[config.mk]
export PLATFORM = sky130hd
export DESIGN_NAME = pcrb_host
export DESIGN_NICKNAME = d
export VERILOG_FILES = /design/src/hw/pcrb_pkg.sv /design/src/hw/pcrb_host.sv /design/src/hw/pcrb_seq_rom.sv
export VERILOG_INCLUDE_DIRS = /design/src /design/src/hw
export SDC_FILE = /design/constraint.sdc
export NUM_CORES = 1
export LEC_CHECK = 0
export ABC_AREA = 1
export BUFFER_PORTS_ARGS = -buffer_cell sky130_fd_sc_hd__buf_2
export CAP_MARGIN = 20
export CELL_PAD_IN_SITES_DETAIL_PLACEMENT = 1
export CELL_PAD_IN_SITES_GLOBAL_PLACEMENT = 1
export CORE_MARGIN = 2
export CORE_UTILIZATION = 42
export CTS_BUF_LIST = sky130_fd_sc_hd__clkbuf_8
export CTS_CLUSTER_SIZE = 14
export DETAILED_ROUTE_END_ITERATION = 12
export PLACE_DENSITY = 0.93
export SKIP_LAST_GASP = 1
export SYNTH_ARGS = -nofsm -noshare
export SYNTH_HDL_FRONTEND = slang
export SYNTH_SLANG_ARGS = --single-unit
[constraint.sdc]
create_clock -name pclk -period 3.26 [get_ports pclk]
set_input_delay 0.163 -clock pclk [delete_from_list [all_inputs] [get_ports pclk]]
set_output_delay 0.163 -clock pclk [all_outputs]
set_load 0.02 [all_outputs]
[src/hw/pcrb_consts.svh]
// constants of the paged configuration host controller
// assumes a 32-bit apb slave port and an 8-bit paged device write port
`ifndef PCRB_CONSTS_SVH
`define PCRB_CONSTS_SVH

// ****************************************************
// apb register offsets and fields
// ****************************************************
`define PCRB_OFS_CMD 12'h000
`define PCRB_OFS_PAGE 12'h004
`define PCRB_OFS_STATUS 12'h008
`define PCRB_CMD_MSB 2
`define PCRB_ST_BUSY 0
`define PCRB_ST_DONE 1
`define PCRB_ST_OFS_READ 2
`define PCRB_ST_OFS_LOAD 3
`define PCRB_ST_LANE_LSB 4
`define PCRB_ST_LANE_MSB 7
`define PCRB_LANES_DEF 4'h8
`define PCRB_LANES_FOUR 4'h4

// ****************************************************
// device page values
// ****************************************************
`define PCRB_SPG_OFS_READ 16'h0000
`define PCRB_SPG_OFS_LOAD 16'h0500
`define PCRB_PPG_MAIN 16'h6800
`define PCRB_PPG_LINKD 16'h6900
`define PCRB_PPG_LINKA 16'h6A00
`define PCRB_PPG_OFS 16'h6100

// ****************************************************
// device addresses, bank in the top nibble
// ****************************************************
`define PCRB_DA_SWRST 16'h0000
`define PCRB_DA_SPG_LO 16'h0001
`define PCRB_DA_SPG_HI 16'h0002
`define PCRB_DA_ANA_PAGE 16'h0011
`define PCRB_DA_PDN 16'h0026
`define PCRB_DA_PPG_LO 16'h4003
`define PCRB_DA_PPG_HI 16'h4004
`define PCRB_DA_APPLY 16'h6000
`define PCRB_DA_LINK_MODE 16'h6001
`define PCRB_DA_SER_PLL 16'h6016
`define PCRB_DA_REORD_A 16'h6031
`define PCRB_DA_REORD_B 16'h6032
`define PCRB_DA_DEC_SEL 16'h6041
`define PCRB_DA_DEC_CTL 16'h604D
`define PCRB_DA_ORD1 16'h6052
`define PCRB_DA_ORD2 16'h6072

// ****************************************************
// device write data
// ****************************************************
`define PCRB_D_ZERO 8'h00
`define PCRB_D_SWRST 8'h01
`define PCRB_D_MASTER_PG 8'h80
`define PCRB_D_ADC_PG 8'h0F
`define PCRB_D_PDN_ALL 8'hC0
`define PCRB_D_PG_MAIN 8'h68
`define PCRB_D_PG_LINKD 8'h69
`define PCRB_D_PG_LINKA 8'h6A
`define PCRB_D_40X 8'h02
`define PCRB_D_DEC2 8'h12
`define PCRB_D_DEC_EN 8'h08
`define PCRB_D_ORD2 8'h08
`define PCRB_D_ORD1 8'h80
`define PCRB_D_APPLY 8'h01
`define PCRB_D_REORD 8'h0A
`define PCRB_D_MODE4222 8'h31

// ****************************************************
// sequence table bounds
// ****************************************************
`define PCRB_SEQ_RST_B 5'h00
`define PCRB_SEQ_RST_E 5'h00
`define PCRB_SEQ_PAGE_B 5'h01
`define PCRB_SEQ_PAGE_E 5'h02
`define PCRB_SEQ_PDN_B 5'h03
`define PCRB_SEQ_PDN_E 5'h04
`define PCRB_SEQ_LANE_B 5'h05
`define PCRB_SEQ_LANE_E 5'h09
`define PCRB_SEQ_DEC_B 5'h0A
`define PCRB_SEQ_DEC_E 5'h16

`endif

[src/hw/pcrb_pkg.sv]
// types of the paged configuration host controller
// assumes pcrb_consts.svh on the include path
package pcrb_pkg;

    typedef enum logic [2:0] {
        PCRB_IDLE = 3'h1,
        PCRB_LOAD = 3'h2,
        PCRB_REQ = 3'h4
    } pcrb_state_t;

    typedef enum logic [2:0] {
        PCRB_CMD_NONE = 3'h0,
        PCRB_CMD_RESET = 3'h1,
        PCRB_CMD_PAGE = 3'h2,
        PCRB_CMD_PDN = 3'h3,
        PCRB_CMD_LANE = 3'h4,
        PCRB_CMD_DEC2 = 3'h5
    } pcrb_cmd_t;

    typedef struct packed {
        pcrb_state_t st;
        pcrb_cmd_t cmd;
        logic [4:0] idx;
        logic [4:0] last;
        logic [15:0] page;
        logic done;
        logic [3:0] lanes;
        logic [31:0] prdata;
        logic pready;
        logic pslverr;
        logic [15:0] dev_addr;
        logic [7:0] dev_wdata;
    } pcrb_regs_t;

endpackage

[src/hw/pcrb_host.sv]
// host controller that programs the paged configuration registers
// assumes an apb master on pclk and a device write port on pclk
//
// Behaviour
// - power down: write 80h to 0-011h, then C0h to 0-026h
// - link digital page: 69h to 4-004h, then 00h to 4-003h
// - two lanes per channel: 02h to 6-001h on link digital page
// - link analog page 6Ah at 4-004h, then 02h to 6-016h
// - decimation starts with 68h to 4-004h and 00h to 4-003h
// - decimate by two low-pass: 12h to 6-041h
// - 08h to 6-04Dh, then 08h to 6-072h and 80h to 6-052h
// - main digital writes apply after 01h then 00h to 6-000h
// - four-lane mode: 0Ah to 6-031h and 0Ah to 6-032h
// - finish four-lane decimation with 31h to 6-001h
//
// Local design decision: the APB register port.
`timescale 1ns/1ps
`include "pcrb_consts.svh"

module pcrb_host (
    input wire logic pclk,
    input wire logic presetn,
    input wire logic psel,
    input wire logic penable,
    input wire logic pwrite,
    input wire logic [11:0] paddr,
    input wire logic [31:0] pwdata,
    output logic [31:0] prdata,
    output logic pready,
    output logic pslverr,
    output logic dev_wr,
    output logic [15:0] dev_addr,
    output logic [7:0] dev_wdata,
    input wire logic dev_ack
);

    // ****************************************************
    // state and table
    // ****************************************************
    pcrb_pkg::pcrb_regs_t r_ff;
    pcrb_pkg::pcrb_regs_t nxt_r;
    logic [15:0] rom_addr;
    logic [7:0] rom_data;
    logic setup;
    logic access;
    logic ack;
    logic [2:0] wcmd;

    pcrb_seq_rom pcrb_seq_rom_inst (
        .idx(r_ff.idx),
        .page(r_ff.page),
        .addr(rom_addr),
        .data(rom_data)
    );

    assign setup = psel & ~penable;
    assign access = psel & penable & r_ff.pready;
    assign ack = dev_wr & dev_ack;
    assign wcmd = pwdata[`PCRB_CMD_MSB:0];

    // ****************************************************
    // next state
    // ****************************************************
    always_comb begin
        nxt_r = r_ff;
        nxt_r.pready = 1'b0;
        if (setup) begin
            nxt_r.pready = 1'b1;
            nxt_r.pslverr = 1'b0;
            nxt_r.prdata = 32'h0000_0000;
            if (paddr == `PCRB_OFS_CMD) begin
                if (pwrite && (r_ff.st != pcrb_pkg::PCRB_IDLE ||
                    wcmd == pcrb_pkg::PCRB_CMD_NONE ||
                    wcmd > pcrb_pkg::PCRB_CMD_DEC2)) begin
                    nxt_r.pslverr = 1'b1;
                end
            end else if (paddr == `PCRB_OFS_PAGE) begin
                nxt_r.prdata = {16'h0000, r_ff.page};
                if (pwrite && r_ff.st != pcrb_pkg::PCRB_IDLE) begin
                    nxt_r.pslverr = 1'b1;
                end
            end else if (paddr == `PCRB_OFS_STATUS) begin
                nxt_r.prdata[`PCRB_ST_BUSY] =
                    (r_ff.st != pcrb_pkg::PCRB_IDLE);
                nxt_r.prdata[`PCRB_ST_DONE] = r_ff.done;
                nxt_r.prdata[`PCRB_ST_OFS_READ] =
                    (r_ff.page == `PCRB_SPG_OFS_READ);
                nxt_r.prdata[`PCRB_ST_OFS_LOAD] =
                    (r_ff.page == `PCRB_SPG_OFS_LOAD);
                nxt_r.prdata[`PCRB_ST_LANE_MSB:`PCRB_ST_LANE_LSB] =
                    r_ff.lanes;
            end else begin
                nxt_r.pslverr = 1'b1;
            end
        end
        // register writes
        if (access && pwrite && !r_ff.pslverr) begin
            if (paddr == `PCRB_OFS_CMD) begin
                nxt_r.cmd = pcrb_pkg::pcrb_cmd_t'(wcmd);
                nxt_r.st = pcrb_pkg::PCRB_LOAD;
                nxt_r.done = 1'b0;
                case (wcmd)
                    pcrb_pkg::PCRB_CMD_RESET: begin
                        nxt_r.idx = `PCRB_SEQ_RST_B;
                        nxt_r.last = `PCRB_SEQ_RST_E;
                    end
                    pcrb_pkg::PCRB_CMD_PAGE: begin
                        nxt_r.idx = `PCRB_SEQ_PAGE_B;
                        nxt_r.last = `PCRB_SEQ_PAGE_E;
                    end
                    pcrb_pkg::PCRB_CMD_PDN: begin
                        nxt_r.idx = `PCRB_SEQ_PDN_B;
                        nxt_r.last = `PCRB_SEQ_PDN_E;
                    end
                    pcrb_pkg::PCRB_CMD_LANE: begin
                        nxt_r.idx = `PCRB_SEQ_LANE_B;
                        nxt_r.last = `PCRB_SEQ_LANE_E;
                    end
                    default: begin
                        nxt_r.idx = `PCRB_SEQ_DEC_B;
                        nxt_r.last = `PCRB_SEQ_DEC_E;
                    end
                endcase
            end else if (paddr == `PCRB_OFS_PAGE) begin
                nxt_r.page = pwdata[15:0];
            end else if (paddr == `PCRB_OFS_STATUS) begin
                if (pwdata[`PCRB_ST_DONE]) begin
                    nxt_r.done = 1'b0;
                end
            end
        end
        // sequencer
        case (r_ff.st)
            pcrb_pkg::PCRB_LOAD: begin
                nxt_r.dev_addr = rom_addr;
                nxt_r.dev_wdata = rom_data;
                nxt_r.st = pcrb_pkg::PCRB_REQ;
            end
            pcrb_pkg::PCRB_REQ: begin
                if (dev_ack) begin
                    if (r_ff.idx == r_ff.last) begin
                        nxt_r.st = pcrb_pkg::PCRB_IDLE;
                        nxt_r.done = 1'b1;
                        if (r_ff.cmd == pcrb_pkg::PCRB_CMD_RESET) begin
                            nxt_r.lanes = `PCRB_LANES_DEF;
                        end else if (r_ff.cmd == pcrb_pkg::PCRB_CMD_LANE ||
                            r_ff.cmd == pcrb_pkg::PCRB_CMD_DEC2) begin
                            nxt_r.lanes = `PCRB_LANES_FOUR;
                        end
                    end else begin
                        nxt_r.idx = r_ff.idx + 5'h01;
                        nxt_r.st = pcrb_pkg::PCRB_LOAD;
                    end
                end
            end
            default: begin
                nxt_r.st = nxt_r.st;
            end
        endcase
    end

    // ****************************************************
    // registers
    // ****************************************************
    always_ff @(posedge pclk or negedge presetn) begin
        if (!presetn) begin
            r_ff.st <= pcrb_pkg::PCRB_IDLE;
            r_ff.cmd <= pcrb_pkg::PCRB_CMD_NONE;
            r_ff.idx <= 5'h00;
            r_ff.last <= 5'h00;
            r_ff.page <= `PCRB_SPG_OFS_READ;
            r_ff.done <= 1'b0;
            r_ff.lanes <= `PCRB_LANES_DEF;
            r_ff.prdata <= 32'h0000_0000;
            r_ff.pready <= 1'b0;
            r_ff.pslverr <= 1'b0;
            r_ff.dev_addr <= 16'h0000;
            r_ff.dev_wdata <= 8'h00;
        end else begin
            r_ff <= nxt_r;
        end
    end

    assign prdata = r_ff.prdata;
    assign pready = r_ff.pready;
    assign pslverr = r_ff.pslverr & r_ff.pready;
    assign dev_wr = (r_ff.st == pcrb_pkg::PCRB_REQ);
    assign dev_addr = r_ff.dev_addr;
    assign dev_wdata = r_ff.dev_wdata;
endmodule

[src/hw/pcrb_seq_rom.sv]
// constant table of device write sequences
// assumes index from the host sequencer, page from its page register
`timescale 1ns/1ps
`include "pcrb_consts.svh"

module pcrb_seq_rom (
    input wire logic [4:0] idx,
    input wire logic [15:0] page,
    output logic [15:0] addr,
    output logic [7:0] data
);

    // ****************************************************
    // table lookup
    // ****************************************************
    always_comb begin
        addr = `PCRB_DA_SWRST;
        data = `PCRB_D_ZERO;
        case (idx)
            5'h00: begin addr = `PCRB_DA_SWRST; data = `PCRB_D_SWRST; end
            5'h01: begin addr = `PCRB_DA_SPG_LO; data = page[7:0]; end
            5'h02: begin addr = `PCRB_DA_SPG_HI; data = page[15:8]; end
            5'h03: begin addr = `PCRB_DA_ANA_PAGE; data = `PCRB_D_MASTER_PG; end
            5'h04: begin addr = `PCRB_DA_PDN; data = `PCRB_D_PDN_ALL; end
            5'h05: begin addr = `PCRB_DA_PPG_HI; data = `PCRB_D_PG_LINKD; end
            5'h06: begin addr = `PCRB_DA_PPG_LO; data = `PCRB_D_ZERO; end
            5'h07: begin addr = `PCRB_DA_LINK_MODE; data = `PCRB_D_40X; end
            5'h08: begin addr = `PCRB_DA_PPG_HI; data = `PCRB_D_PG_LINKA; end
            5'h09: begin addr = `PCRB_DA_SER_PLL; data = `PCRB_D_40X; end
            5'h0A: begin addr = `PCRB_DA_PPG_HI; data = `PCRB_D_PG_MAIN; end
            5'h0B: begin addr = `PCRB_DA_PPG_LO; data = `PCRB_D_ZERO; end
            5'h0C: begin addr = `PCRB_DA_DEC_SEL; data = `PCRB_D_DEC2; end
            5'h0D: begin addr = `PCRB_DA_DEC_CTL; data = `PCRB_D_DEC_EN; end
            5'h0E: begin addr = `PCRB_DA_ORD2; data = `PCRB_D_ORD2; end
            5'h0F: begin addr = `PCRB_DA_ORD1; data = `PCRB_D_ORD1; end
            5'h10: begin addr = `PCRB_DA_APPLY; data = `PCRB_D_APPLY; end
            5'h11: begin addr = `PCRB_DA_APPLY; data = `PCRB_D_ZERO; end
            5'h12: begin addr = `PCRB_DA_PPG_HI; data = `PCRB_D_PG_LINKD; end
            5'h13: begin addr = `PCRB_DA_PPG_LO; data = `PCRB_D_ZERO; end
            5'h14: begin addr = `PCRB_DA_REORD_A; data = `PCRB_D_REORD; end
            5'h15: begin addr = `PCRB_DA_REORD_B; data = `PCRB_D_REORD; end
            5'h16: begin addr = `PCRB_DA_LINK_MODE; data = `PCRB_D_MODE4222; end
            default: begin addr = `PCRB_DA_SWRST; data = `PCRB_D_ZERO; end
        endcase
    end

endmodule

==> impl_summary.txt, run 1 <==
----------------------------------------------------
[Detailed routing]
  Drt first pass iters ... 4
  Vias/cell ... 5.00
  Vias ... 3783
  Number of routed nets with antenna violations ... 0
  Wire per inst ... 14.9 um
  Final routed DRC violation total ... 0
  Number of DRC markers in iteration 0 ... 136
  Total detailed-routing wirelength ... 11300 um

[Placement]
  Final estimated routing congestion in global placement ... 0.895
  Detailed placement HPWL ... 8440 um
  Buffers on Ports ... 69

[Timing]
  Transition time at the pin with the least slew margin ... 0.891 ns
  Worst clock skew ... 0.0126 ns
  Slew Limit Fails ... 0
  Relative max-transition margin ... 0.406
  Period minus WS final ... 2.06 ns
  Endpoints failing hold ... 1
  RSZ-0062 raised after global routing ... false
  Final period util ... 0.632
  Aggregate negative setup slack ... 0 ns
  Setup-violating endpoint count in the final report ... 0
  Highest clock frequency the design can meet ... 486 MHz
  Post-Route Hold Slack ... -0.000755 ns

[Floorplanning]
  Row count ... 36
  Number of placed I/O pins ... 109
  Die Span Y ... 104 um
  Initial Util ... 0.434
  Horizontal die dimension ... 104 um
  Area enclosed by the die boundary ... 10900 um^2
  Core region area ... 9770 um^2

[Clocking]
  Post-CTS Repair Setup Buffers ... 0
  Quantity of hold-fixing buffers added after cts ... 0
  Number of levels in the clock H-tree ... 3
  Number of cells upsized or downsized after cts ... 0
  Total clock sinks ... 69
  Insertion delay of the later-clocked pin in the worst-skew pair ... 0.35 ns
  Clock tree from TritonCTS ... done
  Clock Root Buffer ... clkbuf_8
  Number of clock buffers inserted by TritonCTS ... 9
  Clock tree buffer depth ... 2
  Clock slew at the register clock pins of the worst setup and hold paths ... 0.08 ns

[GRT]
  Pin count of the biggest net entering global routing ... 70
  GRT overflow ... 0
  Via count of the first global-routing pass ... 3951
  Overall Global Routing Usage ... 0.216
  First-pass GRT wire length ... 19100 um
  Antenna violations before repair ... 0

[Worst setup path]
  Maximum cell stage delay along the critical path ... 0.44 ns
  Worst path most repeated cell ... nand2_1
  Reg-to-Reg Start ... r_ff[24]
  Cells traversed along the worst timing path ... inv_1 > nand2_1 > nor2_4 > nand3_2 > inv_2 > nand2_1 > nand3_1 > o21ai_0
  Critical Path End Type ... flop
  Critical Path AT ... 2.28 ns
  Library cell contributing the largest single delay on the critical path ... nand3_2
  Critical setup path kind ... reg -> reg
  Startpoint class of the critical path ... flop
  Setup slack of the worst register-to-register path ... 1.20 ns
  Data required time of the worst path ... 3.48 ns
  Depth of the most critical reg-to-reg path ... 8
  Capture point of the worst reg-to-reg path ... r_ff[84]
  Biggest fanout along the worst timing path ... 18

[Status]
  Failing checks ... hold timing
  Run status ... finished, violations left

[Worst hold path]
  Min-delay worst type ... in -> async

[Yosys]
  Main flop type after synthesis ... dfrtp_1
  Async set or reset register ratio after synthesis ... 1.00
  Number of synthesized register bits ... 69
  Syn_area_per_cell ... 7.25 um^2
  Synthesized area ... 4240 um^2
  Share of synthesized area occupied by flip-flops and latches ... 0.408
  Synthesis Warnings ... 0
  Number of distinct library cells after synthesis ... 33
  Cells after synthesis ... 585
  Number of enable-type register cells in the synthesized netlist ... 0

[Power and ir drop]
  Internal ... 1.38 mW
  Overall Power ... 1.80 mW
  Proportion of power drawn by flip-flops and latches ... 0.476
  Combinational group share of total power ... 0.054
  Power per cell area ... 393 nW/um^2
  Leak Pwr ... 2.67 nW
  Psw ... 0.415 mW
  Maximum ir drop on the vdd rail ... 0.161 mV
  Switching share of power ... 0.231
  Portion of total power attributed to the clock network ... 0.469

[Final layout]
  Most used cells in the layout excluding fill and tap cells ... 193 x nand2_1, 69 x buf_2, 67 x dfrtp_1, 62 x inv_1, 57 x nor2_1
  Proportion of layout cells with a drive suffix above 1 ... 0.165
  Area added between synthesis and finish ... 8.00%
  Count of filler cells inserted in the layout ... 1291
  Antenna cell count ... 0
  Nets@finish ... 674
  Most common cell after layout, fill and taps aside ... nand2_1

[Run]
  Max-Cap Viols ... 0

----------------------------------------------------
## layer usage
| metal | vias to the layer above | wire length (um) | GRT usage |
|---|---|---|---|
| li1 | 1820 | - | - |
| met1 | 1842 | 4930 | 0.268 |
| met2 | 102 | 5660 | 0.381 |
| met3 | 19 | 481 | 0.0288 |
| met4 | 0 | 237 | 0.0820 |
| met5 | - | 0 | 0 |
## cell families (layout without fill, tap and decap cells)
family | after synthesis | count (layout) | share of synthesized area
xor gates and xnor gates | 5 | 5 | 0.0103
adders and majority gates | 5 | 5 | 0.0148
DFF | 69 | 69 | 0.408
buffers and inverters | 133 | 150 | 0.176
other | 1 | 23 | 0.000885
AOI/OAI and AO/OA | 53 | 53 | 0.0700
and+or+nand+nor | 319 | 319 | 0.320
## cell usage after synthesis, types with 3 or more instances
cell,instances,area (um^2)
o21ai_0,36,180
clkbuf_1,3,11.3
nor3_1,6,30.0
o22ai_1,3,18.8
xnor2_1,3,26.3
o31ai_1,7,52.6
ha_1,5,62.6
inv_1,61,229
nor2_4,3,33.8
nand4_1,9,56.3
buf_2,5,25.0
nor2_1,57,214
nand3_1,39,195
o211ai_1,3,22.5
nand2_1,193,724
a21oi_1,3,15.0
dfrtp_1,67,1680
buf_4,60,450
## critical path: cells and delay by family (launching register included)
kind            cells  cell delay, ns
flops               1            0.41
simple gates        5            1.14
compound gates      1            0.10
buf+inv             2            0.29
## power groups by stage
| stage | Clock, mW | Combinational [mW] | Sequential (mW) |
|---|---|---|---|
| 2_1_floorplan | 0 | 0.0697 | 0.875 |
| 3_3_place_gp | 0 | 0.0949 | 0.874 |
| 3_5_place_dp | 0 | 0.0981 | 0.874 |
| 4_1_cts | 0.850 | 0.0983 | 0.857 |
| 5_1_grt | 0.882 | 0.110 | 0.857 |
| 6_report | 0.845 | 0.0973 | 0.857 |
## worst max-delay path by stage
stage	slack (ns)	from	endpoint
CTS	1.21	r_ff[24]	r_ff[84]
detailed placement	1.24	paddr[11]	r_ff[84]
global route	1.00	r_ff[84]	dev_wdata[3]
global placement	1.35	paddr[11]	r_ff[84]
finish	1.20	r_ff[24]	r_ff[84]
floorplan	1.69	r_ff[84]	dev_addr[14]
## flip-flops by register name, summed over array words and instances (netlist names)
signal and count:
dev_addr 9, dev_wdata 8, prdata 16, pready 1, r_ff 35
## per-stage QoR
step,instance area (um^2),utilization,hold WS (ns),setup slack (ns),std cells
after floorplan,4320,-,-0.133,1.69,607
after global placement,4340,0.444,0.395,1.35,741
after detailed placement,4340,0.444,0.402,1.24,741
after CTS,4580,0.468,0.0320,1.21,757
after global routing,4580,0.468,0.0428,1.00,757
final,4580,0.468,-0.000755,1.20,757
## final cells by class
cell class                 instances  area (um^2)  area share
timing repair buffer              71          360      0.0787
multi-input combinational        405         1850       0.403
clock inverter                     7          115      0.0251
tap                              133          166      0.0363
inverter                          63          236      0.0517
clock buffer                       9          124      0.0271
sequential                        69         1730       0.378
Note: power is estimated with default switching activity, not from simulation.
==> inputs of run 2 (changes only) <==
--- a/config.mk
+++ b/config.mk
@@ -12,11 +12,11 @@
 export CELL_PAD_IN_SITES_DETAIL_PLACEMENT = 1
 export CELL_PAD_IN_SITES_GLOBAL_PLACEMENT = 1
 export CORE_MARGIN = 2
-export CORE_UTILIZATION = 42
+export CORE_UTILIZATION = 35
 export CTS_BUF_LIST = sky130_fd_sc_hd__clkbuf_8
 export CTS_CLUSTER_SIZE = 14
 export DETAILED_ROUTE_END_ITERATION = 12
-export PLACE_DENSITY = 0.93
+export PLACE_DENSITY = 0.83
 export SKIP_LAST_GASP = 1
 export SYNTH_ARGS = -nofsm -noshare
 export SYNTH_HDL_FRONTEND = slang
==> constraint.sdc (replaced) <==
create_clock -name pclk -period 1.75 [get_ports pclk]
set_input_delay 0.0875 -clock pclk [delete_from_list [all_inputs] [get_ports pclk]]
set_output_delay 0.0875 -clock pclk [all_outputs]
set_load 0.02 [all_outputs]
==> run 2 against run 1 <==
Against the previous run: the flow now finishes without violations; power is 73% higher; register-to-register slack worse by 1.1 ns; routed wire length up 4.8%; sequential share of layout area is 2.3 points lower; critical path depth unchanged; clock-buffer cell count up 1; clock skew is 0.0035 ns lower; global-route usage down 2.6 points; setup slack worse by 1.1 ns; largest cell class unchanged; highest routed layer unchanged.
==> impl_summary.txt, run 2 (same netlist as run 1, synthesis figures left out) <==
----------------------------------------------------
[Final layout]
  Fin cells ... 803 (+6.1%)
  Max reg flops ... 35 (unchanged)
  Top register by number of flip-flops ... r_ff
  Most used cells in the layout excluding fill and tap cells ... 189 x nand2_1, 69 x buf_2, 65 x dfrtp_1, 61 x inv_1, 55 x nor2_1
  Nets@finish ... 706 (+4.7%)
  Area added between synthesis and finish ... 15.1%
  Count of filler cells inserted in the layout ... 1556 (+21%)
  Largest registers ... r_ff (35), prdata (16), dev_addr (9)
  Most common cell after layout, fill and taps aside ... nand2_1
  Area of all placed cells without fillers ... 4880 um^2 (+6.6%)
  Proportion of layout cells with a drive suffix above 1 ... 0.212 (+0.0468)
  Fin util ... 0.410 (-0.0586)
  Antenna cell count ... 0 (unchanged)

[Worst setup path]
  Maximum cell stage delay along the critical path ... 0.43 ns (about the same)
  Startpoint class of the critical path ... flop
  Cells traversed along the worst timing path ... inv_1 > ha_2 > inv_1 > nor2_2 > nand2_2 > o211ai_1 > o21ai_0 > nand2_1
  Library cell contributing the largest single delay on the critical path ... dfrtp_1
  Depth of the most critical reg-to-reg path ... 8 (unchanged)
  Data required time of the worst path ... 2.04 ns (-1.44 ns)
  Critical Path End Type ... flop
  Capture point of the worst reg-to-reg path ... dev_wdata[7]
  Reg-to-Reg Start ... r_ff[85]
  Critical Path AT ... 1.93 ns (-0.35 ns)
  Start point of the critical path ... r_ff[85]
  Biggest fanout along the worst timing path ... 8 (-10)
  Critical setup path kind ... reg -> reg
  Setup slack of the worst register-to-register path ... 0.12 ns (-1.08 ns)
  Worst path most repeated cell ... inv_1
  Setup crit end ... dev_wdata[7]

[Floorplanning]
  Core region area ... 11900 um^2 (+22%)
  Row count ... 40 (+11%)
  Number of placed I/O pins ... 109 (unchanged)
  Horizontal die dimension ... 114 um (+9.2%)
  Area enclosed by the die boundary ... 13000 um^2 (+19%)
  Initial Util ... 0.356 (-0.0778)
  Die Span Y ... 114 um (+9.2%)

[Clocking]
  Clock tree buffer depth ... 2 (unchanged)
  Total clock sinks ... 69 (unchanged)
  Clock Root Buffer ... clkbuf_8
  Number of levels in the clock H-tree ... 3 (unchanged)
  Clock tree from TritonCTS ... done
  Clock slew at the register clock pins of the worst setup and hold paths ... 0.07 ns (about the same)
  Number of clock buffers inserted by TritonCTS ... 9 (unchanged)
  Insertion delay of the later-clocked pin in the worst-skew pair ... 0.36 ns (about the same)

[GRT]
  Antenna violations before repair ... 0 (unchanged)
  Via count of the first global-routing pass ... 4188 (+6.0%)
  Pin count of the biggest net entering global routing ... 43 (-39%)
  Overall Global Routing Usage ... 0.190 (-0.0257)
  First-pass GRT wire length ... 19700 um (+3.2%)
  GRT overflow ... 0 (unchanged)

[Placement]
  Post-placement worst setup slack ... -0.0201 ns (-1.26 ns)
  Detailed placement HPWL ... 8890 um (+5.3%)
  Final estimated routing congestion in global placement ... 0.825 (-7.8%)
  Placed insts ... 773 (+4.3%)
  Dpl cell area ... 4500 um^2 (+3.8%)
  Buffers on Ports ... 69 (unchanged)

[Timing]
  Endpoints failing hold ... 0 (-1)
  Setup slack of the critical path after layout ... 0.116 ns (-1.08 ns)
  Period minus WS final ... 1.63 ns (-0.425 ns)
  RSZ-0062 raised after global routing ... true
  Setup-violating endpoint count in the final report ... 0 (unchanged)
  Highest clock frequency the design can meet ... 612 MHz (+26%)
  Transition time at the pin with the least slew margin ... 0.650 ns (-0.241 ns)
  Slew Limit Fails ... 0 (unchanged)
  Aggregate negative setup slack ... 0 ns (unchanged)
  Worst clock skew ... 0.00912 ns (-0.00346 ns)
  Post-Route Hold Slack ... 0.0101 ns (+0.0109 ns)
  Relative max-transition margin ... 0.566 (+0.160)
  Final period util ... 0.934 (+0.302)

[Power and ir drop]
  Portion of total power attributed to the clock network ... 0.417 (-0.052)
  Maximum ir drop on the vdd rail ... 0.237 mV (+47%)
  Power per cell area ... 638 nW/um^2 (+62%)
  Proportion of power drawn by flip-flops and latches ... 0.513 (+0.037)
  Combinational group share of total power ... 0.070 (+0.016)
  Psw ... 0.768 mW (+85%)
  Switching share of power ... 0.246 (+0.0157)
  Internal ... 2.35 mW (+70%)
  Leak Pwr ... 2.80 nW (+4.8%)
  Overall Power ... 3.11 mW (+73%)

[Detailed routing]
  Drt first pass iters ... 4 (unchanged)
  Vias/cell ... 4.78 (-4.3%)
  Number of routed nets with antenna violations ... 0 (unchanged)
  Total detailed-routing wirelength ... 11900 um (+4.8%)
  Vias ... 3842 (+1.6%)
  Wire per inst ... 14.8 um (-1.2%)
  Number of DRC markers in iteration 0 ... 130 (-4.4%)
  Final routed DRC violation total ... 0 (unchanged)

[Worst hold path]
  Min-delay worst type ... in -> reg

[Run]
  Max-Cap Viols ... 0 (unchanged)

[Status]
  Run status ... complete, no violations

----------------------------------------------------
## run 2: cell count changes in the layout (fill, tap and decap cells not counted), sizes merged
cell,change
dlygate4sd3,+13
inv,+1
bufinv,-2
clkbuf,+1
buf,+19
## run 2: layer usage
| layer | up-vias | GRT usage | wire length [um] | share of wire |
|---|---|---|---|---|
| met5 | - | 0 | 0 | 0 |
| met4 | 0 | 0.0935 | 340 | 0.029 |
| met3 | 26 | 0.0281 | 458 | 0.039 |
| met2 | 98 | 0.334 | 5950 | 0.50 |
| met1 | 1834 | 0.228 | 5110 | 0.43 |
| li1 | 1884 | - | - | - |
## run 2: critical path: cells and delay by family (launching register included)
family	cells	cell delay (ns)
buf+inv	2	0.16
compound gates	2	0.40
fa+ha+maj	1	0.23
flops	1	0.43
simple gates	3	0.36
## run 2: repair_timing
item / in CTS / in global routing
hold endpoints to repair: 79 / 0
hold buffers: 13 / 0
pin swaps: 1 / 3
setup buffers: 0 / 1
setup endpoints to repair: 3 / 16
gates resized for setup: 3 / 15
## run 2: worst min-delay path by stage
stage / depth (start not counted) / to / startpoint / slack, ns
final: 3 / r_ff[67] / pwdata[4] / 0.01
after detailed placement: 2 / dev_addr[14] / presetn / 0.1
after global placement: 2 / dev_addr[13] / presetn / 0.09
after global routing: 3 / r_ff[24] / pwrite / 0.03
after CTS: 3 / r_ff[67] / pwdata[4] / 0.0009
after floorplan: 0 / dev_addr[0] / presetn / -0.21
## run 2: area by class of cell
class | count | area, um^2 | area share
clock buffer | 10 | 138 | 0.0282
inverter | 63 | 236 | 0.0484
sequential | 69 | 1730 | 0.355
multi-input combinational | 405 | 1890 | 0.387
timing repair buffer | 103 | 646 | 0.132
clock inverter | 6 | 55.1 | 0.0113
tap | 147 | 184 | 0.0377
## run 2: power groups by stage
stage	Clock (mW)	Combinational, mW	Sequential, mW
after CTS	1.32	0.218	1.60
after detailed placement	0	0.196	1.63
after global routing	1.38	0.242	1.60
after global placement	0	0.187	1.63
after floorplan	0	0.130	1.63
final	1.30	0.218	1.60
==> inputs of run 3 (changes only) <==
--- a/config.mk
+++ b/config.mk
@@ -14,10 +14,11 @@
 export CORE_MARGIN = 2
 export CORE_UTILIZATION = 35
 export CTS_BUF_LIST = sky130_fd_sc_hd__clkbuf_8
-export CTS_CLUSTER_SIZE = 14
 export DETAILED_ROUTE_END_ITERATION = 12
 export PLACE_DENSITY = 0.83
+export SETUP_SLACK_MARGIN = 0.4
 export SKIP_LAST_GASP = 1
+export SLEW_MARGIN = 5
 export SYNTH_ARGS = -nofsm -noshare
 export SYNTH_HDL_FRONTEND = slang
 export SYNTH_SLANG_ARGS = --single-unit
==> run 3 against run 2 <==
Against the previous run: the flow now finishes with violations (hold timing); die area stayed put; clock power increased by 7%; via count grew 13%; sequential share of layout area down 6.1 points; global-route usage is 1.3 points higher; clock skew up 0.010 ns; power grew 3.2%; routed wire length rose by 33%; final cell count grew 4.9%; critical path type unchanged; largest power group unchanged; highest routed layer unchanged.
==> impl_summary.txt, run 3 (same netlist as run 1, synthesis figures left out) <==
----------------------------------------------------
[Worst setup path]
  Startpoint class of the critical path ... flop
  CP Buf/Inv Count ... 4 (+2)
  Library cell contributing the largest single delay on the critical path ... dfrtp_2
  Critical Path AT ... 2.00 ns (+0.07 ns)
  Capture point of the worst reg-to-reg path ... dev_wdata[3]
  Critical Path End Type ... flop
  Maximum cell stage delay along the critical path ... 0.49 ns (+0.06 ns)
  Reg-to-Reg Start ... r_ff[84]
  Depth of the most critical reg-to-reg path ... 12 (+4)
  Biggest fanout along the worst timing path ... 5 (-3)
  Critical setup path kind ... reg -> reg
  Family of cells with the greatest summed delay on the critical path ... simple AND/OR/NAND/NOR gates
  Setup slack of the worst register-to-register path ... 0.05 ns (-0.07 ns)
  Cells traversed along the worst timing path ... inv_4 > ha_4 > inv_4 > nor2_4 > nand2_4 > inv_4 > nand2_1 > o21ai_1 > inv_1 > nand3_1 > nand2_1 > nand2_1
  Data required time of the worst path ... 2.05 ns (about the same)

[Timing]
  Period minus WS final ... 1.70 ns (+0.0677 ns)
  Highest clock frequency the design can meet ... 588 MHz (-4.0%)
  Endpoints failing hold ... 1 (+1)
  Setup-violating endpoint count in the final report ... 0 (unchanged)
  RSZ-0062 raised after global routing ... true
  Aggregate negative setup slack ... 0 ns (unchanged)
  Worst clock skew ... 0.0193 ns (+0.0102 ns)
  Final period util ... 0.972 (+0.0387)
  Transition time at the pin with the least slew margin ... 0.513 ns (-0.137 ns)
  Relative max-transition margin ... 0.657 (+0.0907)
  Slew Limit Fails ... 0 (unchanged)
  Post-Route Hold Slack ... -0.00160 ns (-0.0117 ns)

[Placement]
  Dpl cell area ... 4500 um^2 (about the same)
  Placed insts ... 763 (-1.3%)
  Buffers on Ports ... 69 (unchanged)
  Final estimated routing congestion in global placement ... 0.817 (-0.97%)
  Detailed placement HPWL ... 8570 um (-3.5%)

[Clocking]
  Clock Root Buffer ... clkbuf_8
  Clock tree buffer depth ... 2 (unchanged)
  Number of levels in the clock H-tree ... 3 (unchanged)
  Clock tree from TritonCTS ... done
  Clock slew at the register clock pins of the worst setup and hold paths ... 0.09 ns (+0.02 ns)
  Insertion delay of the later-clocked pin in the worst-skew pair ... 0.38 ns (+0.02 ns)
  Total clock sinks ... 69 (unchanged)
  Number of clock buffers inserted by TritonCTS ... 9 (unchanged)

[Power and ir drop]
  Leak Pwr ... 3.05 nW (+9.2%)
  Maximum ir drop on the vdd rail ... 0.240 mV (+1.3%)
  Power per cell area ... 545 nW/um^2 (-15%)

[Status]
  Run status ... finished, violations left
  Failing checks ... hold timing

[Final layout]
  Antenna cell count ... 0 (unchanged)
  Max reg flops ... 35 (unchanged)
  Largest registers ... r_ff (35), prdata (16), dev_addr (9)
  Nets@finish ... 745 (+5.5%)
  Area taken by flip-flops and latches ... 1740 um^2 (+0.22%)
  Fin cells ... 842 (+4.9%)
  Area added between synthesis and finish ... 39.2%
  Most common cell after layout, fill and taps aside ... nand2_1
  Most used cells in the layout excluding fill and tap cells ... 148 x nand2_1, 69 x buf_2, 62 x dfrtp_1, 47 x inv_1, 38 x nand2_2
  Count of filler cells inserted in the layout ... 1444 (-7.2%)
  Proportion of layout cells with a drive suffix above 1 ... 0.409 (+0.197)
  Fin util ... 0.495 (+0.0857)
  Top register by number of flip-flops ... r_ff
  Area of all placed cells without fillers ... 5900 um^2 (+21%)
  Multi-input gate area ... 2500 um^2 (+32%)

[Worst hold path]
  Capture endpoint of the worst hold path ... r_ff[24]
  Origin of the worst min-delay path ... pwrite
  Cell depth of the worst min-delay path ... 3 (unchanged)
  Min-delay worst type ... in -> reg

[Detailed routing]
  Wire per inst ... 18.7 um (+27%)
  Vias ... 4324 (+13%)
  Final routed DRC violation total ... 0 (unchanged)
  Number of DRC markers in iteration 0 ... 301 (+130%)
  Drt first pass iters ... 5 (+1)
  Number of routed nets with antenna violations ... 0 (unchanged)
  Vias/cell ... 5.14 (+7.3%)
  Total detailed-routing wirelength ... 15800 um (+33%)

[Floorplanning]
  Core region area ... 11900 um^2 (unchanged)
  Die Span Y ... 114 um (unchanged)
  Initial Util ... 0.356 (unchanged)
  Number of placed I/O pins ... 109 (unchanged)
  Area enclosed by the die boundary ... 13000 um^2 (unchanged)
  Row count ... 40 (unchanged)
  Horizontal die dimension ... 114 um (unchanged)

[GRT]
  First-pass GRT wire length ... 21000 um (+6.6%)
  Antenna violations before repair ... 0 (unchanged)
  Busiest layer in global routing ... met2
  Met3 track utilization from global routing ... 0.0233 (-0.00476)
  Pin count of the biggest net entering global routing ... 70 (+63%)
  Grt met1 use ... 0.255 (+0.0271)
  Via count of the first global-routing pass ... 4278 (+2.1%)
  Overall Global Routing Usage ... 0.203 (+0.0126)
  GRT overflow ... 0 (unchanged)
  Routing usage on met2 ... 0.353 (+0.0187)

[Run]
  Max-Cap Viols ... 0 (unchanged)

----------------------------------------------------
[run 3: cell count changes in the layout (fill, tap and decap cells not counted), sizes merged]
cell / change
clkbuf: +1
inv: -1
nand2: +4
nand3: +1
buf: +33
clkinv: +1
[run 3: timing repair]
action	in CTS	in global routing
cloned	1	5
pin swaps	16	50
endpoints found under the setup margin	45	54
gates resized for setup	55	120
buffers inserted	20	24
hold buffers	13	0
endpoints found under the hold margin	79	0
[run 3: metal layers]
metal	vias to the layer above	share of wire
li1	1970	-
met1	2134	0.41
met2	165	0.50
met3	55	0.046
met4	0	0.039
met5	-	0
[run 3: worst reg2reg max path: stages (launching register included)]
cell and delay (ns):
dfrtp_2 0.49, inv_4 0.12, ha_4 0.18, inv_4 0.04
nor2_4 0.18, nand2_4 0.12, inv_4 0.10, nand2_1 0.06
o21ai_1 0.09, inv_1 0.07, nand3_1 0.08, nand2_1 0.05
nand2_1 0.05
[run 3: worst max-delay path by stage]
stage / from / end / slack, ns / cells after the start
after floorplan: r_ff[85] / dev_addr[14] / 0.34 / 10
after global placement: r_ff[84] / dev_addr[1] / 0.15 / 10
after detailed placement: r_ff[85] / dev_addr[2] / 0.08 / 9
after CTS: r_ff[84] / dev_addr[14] / 0.16 / 10
after global routing: r_ff[84] / r_ff[84] / -0.03 / 9
final: r_ff[84] / dev_wdata[3] / 0.05 / 12
[run 3: through the flow]
step	hold slack (ns)	power [mW]	setup WS, ns
after CTS	0.000729	3.18	0.156
final	-0.00160	3.21	0.0484
after detailed placement	0.145	1.82	0.0768
after global routing	0.0296	3.32	-0.0345
after global placement	0.135	1.81	0.154
after floorplan	-0.208	1.76	0.335
[run 3: cell type report]
| class | count | area share |
|---|---|---|
| inverter | 63 | 0.0426 |
| timing repair buffer | 137 | 0.174 |
| tap | 147 | 0.0312 |
| multi-input combinational | 410 | 0.424 |
| sequential | 69 | 0.294 |
| clock inverter | 6 | 0.0108 |
| clock buffer | 10 | 0.0233 |
[run 3: power breakdown]
group          internal [mW]  leakage [nW]  switching [mW]  total, mW
clock network          0.695         0.104           0.692       1.39
registers               1.60         0.929         0.00224       1.60
logic                 0.0708          2.02           0.160      0.231
